## config.mk

```make
export PLATFORM = sky130hd
export DESIGN_NAME = vfd_display_buffer_scan
export DESIGN_NICKNAME = d
export VERILOG_FILES = /design/src/design/vfd_pkg.sv /design/src/design/vfd_slot_timer.sv /design/src/design/vfd_display_buffer_scan.sv
export SDC_FILE = /design/constraint.sdc
export NUM_CORES = 1
export LEC_CHECK = 0
export ABC_AREA = 0
export BUFFER_PORTS_ARGS = -buffer_cell sky130_fd_sc_hd__buf_4
export CAP_MARGIN = 20
export CORE_ASPECT_RATIO = 0.75
export CORE_MARGIN = 3
export CORE_UTILIZATION = 44
export CTS_CLUSTER_SIZE = 16
export DETAILED_ROUTE_END_ITERATION = 6
export HOLD_SLACK_MARGIN = 0.02
export PLACE_DENSITY = 0.59
export SYNTH_ARGS = -nofsm -noshare
export SYNTH_HDL_FRONTEND = slang
export SYNTH_SLANG_ARGS = --single-unit
```

## constraint.sdc

```tcl
create_clock -name clk -period 7.4 [get_ports clk]
set_input_delay 1.11 -clock clk [delete_from_list [all_inputs] [get_ports clk]]
set_output_delay 1.11 -clock clk [all_outputs]
set_load 0.02 [all_outputs]
```

## src/design/vfd_pkg.sv

```systemverilog
package vfd_pkg;
  // buffer geometry
  localparam int unsigned BUF_BASE = 32'h0000_0F80;
  localparam int unsigned BUF_LAST = 32'h0000_0FCF;
  localparam int unsigned ADDR_W = 12;
  localparam int unsigned ROWS = 16;
  localparam int unsigned COLS = 5;
  localparam int unsigned COL_STRIDE = 16;
  localparam int unsigned OUTS = 37;
  localparam int unsigned LAST_COL_BITS = 5;
  localparam int unsigned SLOT_W = 4;
  localparam int unsigned PD_BITS = 5;
  localparam int unsigned PD_FIRST = 32;
  // reset values
  localparam logic [7:0] LATCH_RST = 8'h00;
  localparam logic BLANK_RST = 1'b1;
  // display period, ns, and its cycle count at 50 MHz
  localparam int unsigned CLK_NS = 20;
  localparam int unsigned SLOT_TIME_NS = 1000;
  localparam int unsigned SLOT_CYCLES = (SLOT_TIME_NS + CLK_NS - 1) / CLK_NS;
  localparam int unsigned CNT_W = 16;
endpackage

```

## src/design/vfd_slot_timer.sv

```systemverilog
`timescale 1ns/1ps
`default_nettype none
module vfd_slot_timer
#(
  parameter int unsigned PERIOD = 50,
  parameter int unsigned CNT_W = 16,
  parameter int unsigned SLOT_W = 4
)
(
  input wire logic clk,
  input wire logic rst,
  input wire logic run,
  input wire logic [SLOT_W-1:0] last_slot,
  output logic [SLOT_W-1:0] slot,
  output logic slot_end
);
  logic [CNT_W-1:0] cnt_q, cnt_d;
  logic [SLOT_W-1:0] slot_q, slot_d;
  logic end_q, end_d;

  // period counter and slot stepping, wraps after last slot
  always_comb
  begin
    cnt_d = cnt_q;
    slot_d = slot_q;
    end_d = 1'b0;
    if (!run)
    begin
      cnt_d = '0;
      slot_d = '0;
    end
    else if (cnt_q == CNT_W'(PERIOD - 1))
    begin
      cnt_d = '0;
      end_d = 1'b1;
      slot_d = (slot_q >= last_slot) ? '0 : slot_q + 1'b1;
    end
    else
    begin
      cnt_d = cnt_q + 1'b1;
    end
  end

  // registers
  always_ff @(posedge clk or posedge rst)
  begin
    if (rst)
    begin
      cnt_q <= '0;
      slot_q <= '0;
      end_q <= 1'b0;
    end
    else
    begin
      cnt_q <= cnt_d;
      slot_q <= slot_d;
      end_q <= end_d;
    end
  end

  assign slot = slot_q;
  assign slot_end = end_q;
endmodule // vfd_slot_timer
`default_nettype wire

```

## src/design/vfd_display_buffer_scan.sv

```systemverilog
// Functional notes
// - buffer at 0F80H..0FCFH, scanned to driver outputs without software help
// - each buffer bit drives one segment; one lights, zero stays dark
// - five columns of sixteen rows; row n drives slot Tn; last column bits 0-4
// - clearing blank to zero starts the display after setup
// - port output latches reset to zero; kept zero on tube pins
// - fifth port selects driver or port I/O per pin by line select
// - buffer undefined after power-on; software initialises it first
`timescale 1ns/1ps
`default_nettype none
module vfd_display_buffer_scan
  import vfd_pkg::*;
#(
  parameter int unsigned SLOT_PERIOD = vfd_pkg::SLOT_CYCLES
)
(
  input wire logic clk,
  input wire logic rst,
  // data space write/read port
  input wire logic mem_wr,
  input wire logic mem_rd,
  input wire logic [vfd_pkg::ADDR_W-1:0] mem_addr,
  input wire logic [7:0] mem_wdata,
  output logic [7:0] mem_rdata,
  output logic mem_hit,
  // display control
  input wire logic display_blank,
  input wire logic [vfd_pkg::SLOT_W-1:0] last_slot,
  input wire logic [vfd_pkg::PD_BITS-1:0] line_select,
  output logic blank_status,
  output logic [vfd_pkg::SLOT_W-1:0] current_slot,
  // port output latches of driver pins
  input wire logic latch_wr,
  input wire logic [2:0] latch_port,
  input wire logic [7:0] latch_wdata,
  // driver pins
  input wire logic [vfd_pkg::OUTS-1:0] pin_in,
  output logic [vfd_pkg::OUTS-1:0] hv_driver_outputs,
  output logic [vfd_pkg::OUTS-1:0] pin_read
);
  import vfd_pkg::*;

  localparam int unsigned DEPTH = ROWS * COLS;
  localparam int unsigned LATCH_PORTS = 5;

  logic [7:0] display_data_buffer [DEPTH];
  logic [7:0] latch_q [LATCH_PORTS];
  logic [7:0] latch_d [LATCH_PORTS];
  logic blank_q, blank_d;
  logic [OUTS-1:0] out_q, out_d;
  logic [OUTS-1:0] sync1_q, sync2_q, read_q;
  logic [7:0] rdata_q, rdata_d;
  logic hit_q, hit_d;
  logic [SLOT_W-1:0] slot;
  logic [OUTS-1:0] drive_sel;
  logic in_buf;
  logic [ADDR_W-1:0] offs;
  logic [6:0] idx;
  logic [OUTS-1:0] row_bits;
  logic [OUTS-1:0] latch_bits;

  // address decode of the buffer window
  assign in_buf = (mem_addr >= ADDR_W'(BUF_BASE)) && (mem_addr <= ADDR_W'(BUF_LAST));
  assign offs = mem_addr - ADDR_W'(BUF_BASE);
  assign idx = offs[6:0];

  // pins below the fifth port always drive; fifth port pins follow their line select bit
  assign drive_sel = {line_select, {PD_FIRST{1'b1}}};

  // buffer storage, no reset: contents undefined until software fills it
  always_ff @(posedge clk)
  begin
    if (mem_wr && in_buf)
    begin
      display_data_buffer[idx] <= mem_wdata;
    end
  end

  // read path
  always_comb
  begin
    rdata_d = 8'h00;
    hit_d = 1'b0;
    if (mem_rd && in_buf)
    begin
      rdata_d = display_data_buffer[idx];
      hit_d = 1'b1;
    end
  end

  // gather the row for the current slot, column c row s
  always_comb
  begin
    row_bits = '0;
    for (int c = 0; c < COLS; c++)
    begin
      for (int b = 0; b < 8; b++)
      begin
        if ((c * 8 + b) < OUTS)
        begin
          row_bits[c * 8 + b] = display_data_buffer[c * COL_STRIDE + int'(slot)][b];
        end
      end
    end
  end

  // port latches, flattened to pin order
  always_comb
  begin
    latch_bits = '0;
    for (int p = 0; p < LATCH_PORTS; p++)
    begin
      for (int b = 0; b < 8; b++)
      begin
        if ((p * 8 + b) < OUTS)
        begin
          latch_bits[p * 8 + b] = latch_q[p][b];
        end
      end
    end
  end

  // latch, blank and output next values
  always_comb
  begin
    for (int p = 0; p < LATCH_PORTS; p++)
    begin
      latch_d[p] = latch_q[p];
    end
    if (latch_wr && (int'(latch_port) < LATCH_PORTS))
    begin
      latch_d[latch_port] = latch_wdata;
    end
    blank_d = display_blank;
    out_d = '0;
    for (int i = 0; i < OUTS; i++)
    begin
      if (!drive_sel[i])
      begin
        out_d[i] = latch_bits[i];
      end
      else
      begin
        out_d[i] = (!blank_q && row_bits[i]) | latch_bits[i];
      end
    end
  end

  // registers
  always_ff @(posedge clk or posedge rst)
  begin
    if (rst)
    begin
      for (int p = 0; p < LATCH_PORTS; p++)
      begin
        latch_q[p] <= LATCH_RST;
      end
      blank_q <= BLANK_RST;
      out_q <= '0;
      rdata_q <= 8'h00;
      hit_q <= 1'b0;
    end
    else
    begin
      latch_q <= latch_d;
      blank_q <= blank_d;
      out_q <= out_d;
      rdata_q <= rdata_d;
      hit_q <= hit_d;
    end
  end

  // three-flop pin synchroniser for port reads
  always_ff @(posedge clk or posedge rst)
  begin
    if (rst)
    begin
      sync1_q <= '0;
      sync2_q <= '0;
      read_q <= '0;
    end
    else
    begin
      sync1_q <= pin_in;
      sync2_q <= sync1_q;
      read_q <= sync2_q;
    end
  end

  // slot sequencer runs while not blanked
  vfd_slot_timer #(
    .PERIOD(SLOT_PERIOD),
    .CNT_W(CNT_W),
    .SLOT_W(SLOT_W)
  ) u_timer (
    .clk(clk),
    .rst(rst),
    .run(!blank_q),
    .last_slot(last_slot),
    .slot(slot),
    .slot_end()
  );

  logic [SLOT_W-1:0] slot_q;
  always_ff @(posedge clk or posedge rst)
  begin
    if (rst)
    begin
      slot_q <= '0;
    end
    else
    begin
      slot_q <= slot;
    end
  end

  assign hv_driver_outputs = out_q;
  assign pin_read = read_q;
  assign mem_rdata = rdata_q;
  assign mem_hit = hit_q;
  assign blank_status = blank_q;
  assign current_slot = slot_q;
endmodule // vfd_display_buffer_scan
`default_nettype wire

```

# Word level (Yosys, flattened, before mapping)

Memory sizes are Yosys's and may differ from the RTL's.
Index checks and enable logic that the tools add are counted.

Memories: 1
Bits of input ports: 83
Flip-flop bits (word level): 222
RAM bits: 640
Output and inout bits: 88

Memory list:

| name                | words | bits a word | rd ports | clocked after memory_dff | write ports | line                          | RTL |
|---|---|---|---|---|---|---|---|
| display_data_buffer | 80    | 8           | 6        | 0                        | 1           | vfd_display_buffer_scan.sv:46 | `logic [7:0] display_data_buffer [DEPTH];` |

Eq/ne operators: 1
$add $sub $neg: 7
Bitwise operators: 38
Mux-type cells: 17
Reduce and logical (&&, ||, !) cells: 44
Order comparisons: 6

Operator list:

| cell                    | number |
|---|---|
| $logic_and A1 B1 Y1     | 42 |
| $bwmux W40              | 1 |
| $or A1 B1 Y1            | 37 |
| $mux W16                | 2 |
| $demux W8 S3            | 1 |
| $add A16 B1 Y16 const B | 1 |
| $eq A16 B6 Y1 const B   | 1 |
| $mux W8                 | 2 |
| $add A6 B4 Y7 const A   | 2 |
| $ge A12 B12 Y1 const B  | 1 |
| $le A12 B12 Y1 const B  | 1 |
| $mux W4                 | 3 |
| $mux W1                 | 8 |
| $add A7 B4 Y7 const A   | 1 |
| $sub A7 B1 Y7 const B   | 1 |
| $add A5 B4 Y6 const A   | 1 |
| $add A4 B1 Y4 const B   | 1 |
| $ge A4 B4 Y1            | 1 |
| $ge A4 B4 Y1 const B    | 1 |
| $lt A4 B1 Y1 const B    | 1 |
| $not A3 Y4              | 1 |
| $lt A3 B3 Y1 const B    | 1 |
| $reduce_bool A2 Y1      | 1 |
| $logic_not A1 Y1        | 1 |

# Logic depth before layout (Yosys ltp)

Depth in word-level cells: 6
Depth in mapped cells: 11
Mapped depth without buffers: 8

# Cells and area by module

From an unflattened synthesis, not the netlist that was laid out.

Cells, all modules: 2,031
Area total of the unflattened synthesis: 36,606.4 µm²

Modules (own cells, without submodules):

| module                  | instances | area an instance (µm²) | cells an instance |
|---|---|---|---|
| vfd_display_buffer_scan | 1         | 35,376.4               | 1,910 |
| vfd_slot_timer          | 1         | 1,229.9                | 121 |

# Worst setup path after synthesis

OpenSTA, ideal clock, no wires.

Path type: input to register
From: input mem_addr[0] (netlist name)
To: memory display_data_buffer[58][0], enable pin
Library setup time: 371 ps
Setup slack: 4,253 ps
Stages on the path: 8
Arrival time: 2,776 ps
Path through: buf_6 nand2b_1 buf_2 buf_2 buf_2 or3_1 clkbuf_1 nor2_1

Word-level cells in the longest chain between the ends: 5

Ends and longest elaborated chain:

| what                                             | line                          | RTL |
|---|---|---|
| start: declaration                               | vfd_display_buffer_scan.sv:22 | `input wire logic [vfd_pkg::ADDR_W-1:0] mem_addr,` |
| $ge A12 B12 Y1 or $le A12 B12 Y1 (tied branches) | vfd_display_buffer_scan.sv:63 | `assign in_buf = (mem_addr >= ADDR_W'(BUF_BASE)) && (mem_addr <= ADDR_W'(BUF_LAST));` |
| $logic_and A1 B1 Y1                              | vfd_display_buffer_scan.sv:63 |  |
| $logic_and A1 B1 Y1                              | vfd_display_buffer_scan.sv:73 | `if (mem_wr && in_buf)` |
| $mux W1                                          | vfd_display_buffer_scan.sv:73 |  |
| $mux W1 (implied by the code)                    | vfd_display_buffer_scan.sv:75 | `display_data_buffer[idx] <= mem_wdata;` |
| end: declaration                                 | vfd_display_buffer_scan.sv:46 |  |

Parallel ways exist; a longest one is shown, timed or not.

# Final worst setup path

From: input mem_addr[0] (netlist name)
To: register rdata_q[4] (netlist: mem_rdata[4])

Word-level cells in the longest chain between the ends: 4

Ends and longest elaborated chain:

| what                                                                   | line                           | RTL |
|---|---|---|
| parallel branches: the longest is 3 deep, another holds $mem_v2 Z80 W8 | --                             |  |
| $mux W8 (*)                                                            | vfd_display_buffer_scan.sv:84  | `if (mem_rd && in_buf)` |
| via rdata_d[4]                                                         | vfd_display_buffer_scan.sv:52  | `logic [7:0] rdata_q, rdata_d;` |
| end signal: assignment                                                 | vfd_display_buffer_scan.sv:168 | `rdata_q <= rdata_d;` |
| end: declaration                                                       | vfd_display_buffer_scan.sv:52  |  |

Mark *: on every way through the listed nets, which the timed path passes.
A chain may end at the register's enable or synchronous reset.

==> results.yml <==
run_status:
  status: "finished, final reports clean"
synthesis:
  synth.avg_cell_area_um2: 17.8
  synth_edf_count: 640
  synthArstFlopShare_pct: 25.5
  ys.flop_type: "edfxtp_1"
  yosysSeqAreaShare_pct: 68.0
  syn_area_um2: 36300
  ys_ff_latch: 859
  synthCells: 2045
  synth_nets: 2135
  yosysUniqueCellTypes: 71
  yosysWarnings: 0
cts:
  clk_pin_slew_worst_paths_ps: 60
  cts_hold_buf: 0
  cts_buffer_depth: 3
  numCtsBuffers: 87
  cts_tree: "yes"
  clock_latency_ps: 650
  post_cts_resized: 0
  cts_sinks: 859
  cts_max_level: 3
  root_buffer: "clkbuf_16"
  post_cts_buffers: 0
global_route:
  grt_usage_pct: 25.0
  grt_max_degree: 151
  grt_pass1_vias: 21200
  overflow: 0
  antenna_found_initial: 2
  grt_pass1_wl_mm: 155
timing:
  min_period_ps: 4100
  setup_viol: 0
  slew-limit-headroom_pct: 20.4
  worst_pin_slew_ps: 1190
  fmax_ghz: 0.244
  drv_slew: 0
  finClkSkew_ps: 25.1
  rsz0062_at_grt: "false"
  tns_ps: 0
  hold_viol: 0
  period_share_pct: 55.4
layout:
  fill_cells: 6631
  areaGrowthSynthToFinish_pct: 13.9
  antennaDiodeCount: 0
  drive_above_1_share_pct: 28.6
  layout.nets: 2289
die:
  io_pins: 171
  initial_core_util_pct: 44.8
  die_w_um: 338
  core_region_area_um2: 81200
  rows: 90
  fp.dieH_um: 255
  die-area_um2: 86100
drt:
  wl_per_cell_um: 32.1
  drtAntennaViolNets: 0
  wirelength_mm: 108
  drt_pass1_iterations: 6
  vias_per_cell: 6.42
  num_vias: 21600
  drc: 0
  drt_iter0_drc: 2833
worst_setup_path:
  cp-end-kind: "flip-flop"
  critPathMaxStageDelay_ps: 670
  worst_setup_path_start_kind: "input pin"
  worst_path_max_delay_cell: "a211oi_1"
  crit_type: "in2reg"
  crit_chain: "clkbuf_8 -> nand2b_1 -> buf_4 -> o32ai_1 -> a211oi_1 -> a311oi_1 -> a311o_1 -> a221oi_1"
  required_ps: 7950
  crit_fanout: 74
  crit_family: "compound AO/OA/AOI/OAI gates"
  arrival_ps: 4650
  cp_num_buf_inv: 2
power_and_ir_drop:
  p_per_area_nw_per_um2: 253
  internal-power_w: 0.00812
  peakVddDrop_mv: 0.153
  p_comb_share_pct: 6.5
  power_frac_seq_pct: 51.1
  clkPwrFrac_pct: 42.4
  finalPower_w: 0.0105
  switchingPower_w: 0.00234
  p_sw_share_pct: 22.4
  p_leak_nw: 14.2
place:
  hpwl_mm: 67.2
  gp_congestion: 0.897
  port_buffers: 170
run:
  maxCapViolCount: 0
worst_hold_path:
  hp-class: "reg2reg"
[layout make-up]
type	instances	area [µm²]	area share (%)
Sequential cell	859	24700	59.7
Clock buffer	115	2450	5.91
Tap cell	1104	1380	3.34
Inverter	19	78.8	0.190
Multi-Input combinational cell	1028	10800	26.0
Clock inverter	42	420	1.02
Timing Repair Buffer	204	1590	3.85
[flip-flops by register name, summed over array words and instances, names as in the netlist]
| register | cells |
|---|---|
| latch_bits | 37 |
| sync1_q | 37 |
| u_timer.cnt_q | 16 |
| u_timer.slot | 4 |
| pin_read | 37 |
| mem_rdata | 8 |
| blank_status | 1 |
| sync2_q | 37 |
| hv_driver_outputs | 37 |
| current_slot | 4 |
| display_data_buffer | 640 |
| mem_hit | 1 |
[worst register-to-register path, delay by kind of cell, from the launching register on]
kind	cells	cell delay (ps)
buffers and inverters	1	710
muxes	2	1430
AOI/OAI and AO/OA	1	310
DFF	1	820
[cell usage in the layout, fill, tap and decap left out, drive strengths merged, types with 5 or more instances in the layout]
| cell type | netlist | layout |
|---|---|---|
| edfxtp | 640 | 640 |
| mux4 | 219 | 219 |
| dfrtp | 218 | 218 |
| buf | 96 | 203 |
| nor2 | 125 | 125 |
| clkbuf | 43 | 116 |
| mux2i | 109 | 109 |
| mux2 | 77 | 77 |
| o22ai | 74 | 74 |
| nand2 | 57 | 57 |
| o221ai | 50 | 50 |
| o21ai | 41 | 41 |
| a21o | 37 | 37 |
| a21oi | 34 | 34 |
| clkinv | 3 | 30 |
| a22oi | 29 | 29 |
| nand3 | 20 | 20 |
| inv | 16 | 20 |
| nor3 | 13 | 13 |
| a221oi | 13 | 13 |
| xor2 | 9 | 9 |
| a31oi | 8 | 8 |
| a22o | 7 | 7 |
| ha | 7 | 7 |
| bufinv | 0 | 7 |
| a221o | 6 | 6 |
| a211oi | 6 | 6 |
| a2111oi | 6 | 6 |
| xnor2 | 5 | 5 |
| nand2b | 5 | 5 |
| a31o | 5 | 5 |
[power by group through the flow]
stage          Sequential, W  Clock [W]  Combinational [W]
2_1_floorplan        0.00549          0           0.000307
3_3_place_gp         0.00544          0           0.000660
3_5_place_dp         0.00545          0           0.000668
4_1_cts              0.00535    0.00451           0.000670
5_1_grt              0.00536    0.00473           0.000714
6_report             0.00535    0.00444           0.000677
[worst paths after layout]
check	from	endpoint	slack, ps	depth (start not counted)
setup / recovery	mem_addr[0]	mem_rdata[4]	3300	8
hold / removal	sync1_q[0]	sync2_q[0]	350	0
setup reg to reg	u_timer.slot[0]	hv_driver_outputs[36]	4050	4
hold reg to reg	sync1_q[0]	sync2_q[0]	350	0
max in group asynchronous	rst	pin_read[5]	5580	4
min in group asynchronous	rst	sync1_q[8]	650	2
[stage by stage]
step	utilization (%)	cells	instance area, µm²	setup WS [ps]	hold WS (ps)
after global routing	51.0	3371	41400	3300	348
after detailed placement	47.4	3209	38500	2820	335
after global placement	47.4	3209	38500	2840	332
after floorplan	-	2045	36300	299	331
final	51.0	3371	41400	3300	346
after CTS	50.9	3366	41300	3520	348
[Yosys cell counts, drive strengths merged (41+ instances only)]
library cell,n,area share (%)
buf,96,1.8
clkbuf,43,0.44
dfrtp,218,15
edfxtp,640,53
mux2,77,2.4
mux2i,109,3.0
mux4,219,14
nand2,57,0.60
nor2,125,1.3
o21ai,41,0.56
o221ai,50,1.2
o22ai,74,1.3
[logic make-up (layout without fill, tap and decap cells)]
family	Yosys count	count (layout)	synth area share [%]
mux	405	405	19.0
buf+inv	158	380	2.45
fa+ha+maj	7	7	0.241
compound gates	354	354	7.05
xor+xnor	14	14	0.337
flops	859	859	68.0
simple gates	248	248	2.96
[metal layers]
metal,vias to the layer above,routed length [µm],global-route usage (%)
li1,8688,-,-
met1,11300,45400,37.4
met2,1385,45500,34.6
met3,209,14700,9.74
met4,0,2660,5.90
met5,-,0,0
Power figures use the tool's default switching activity.
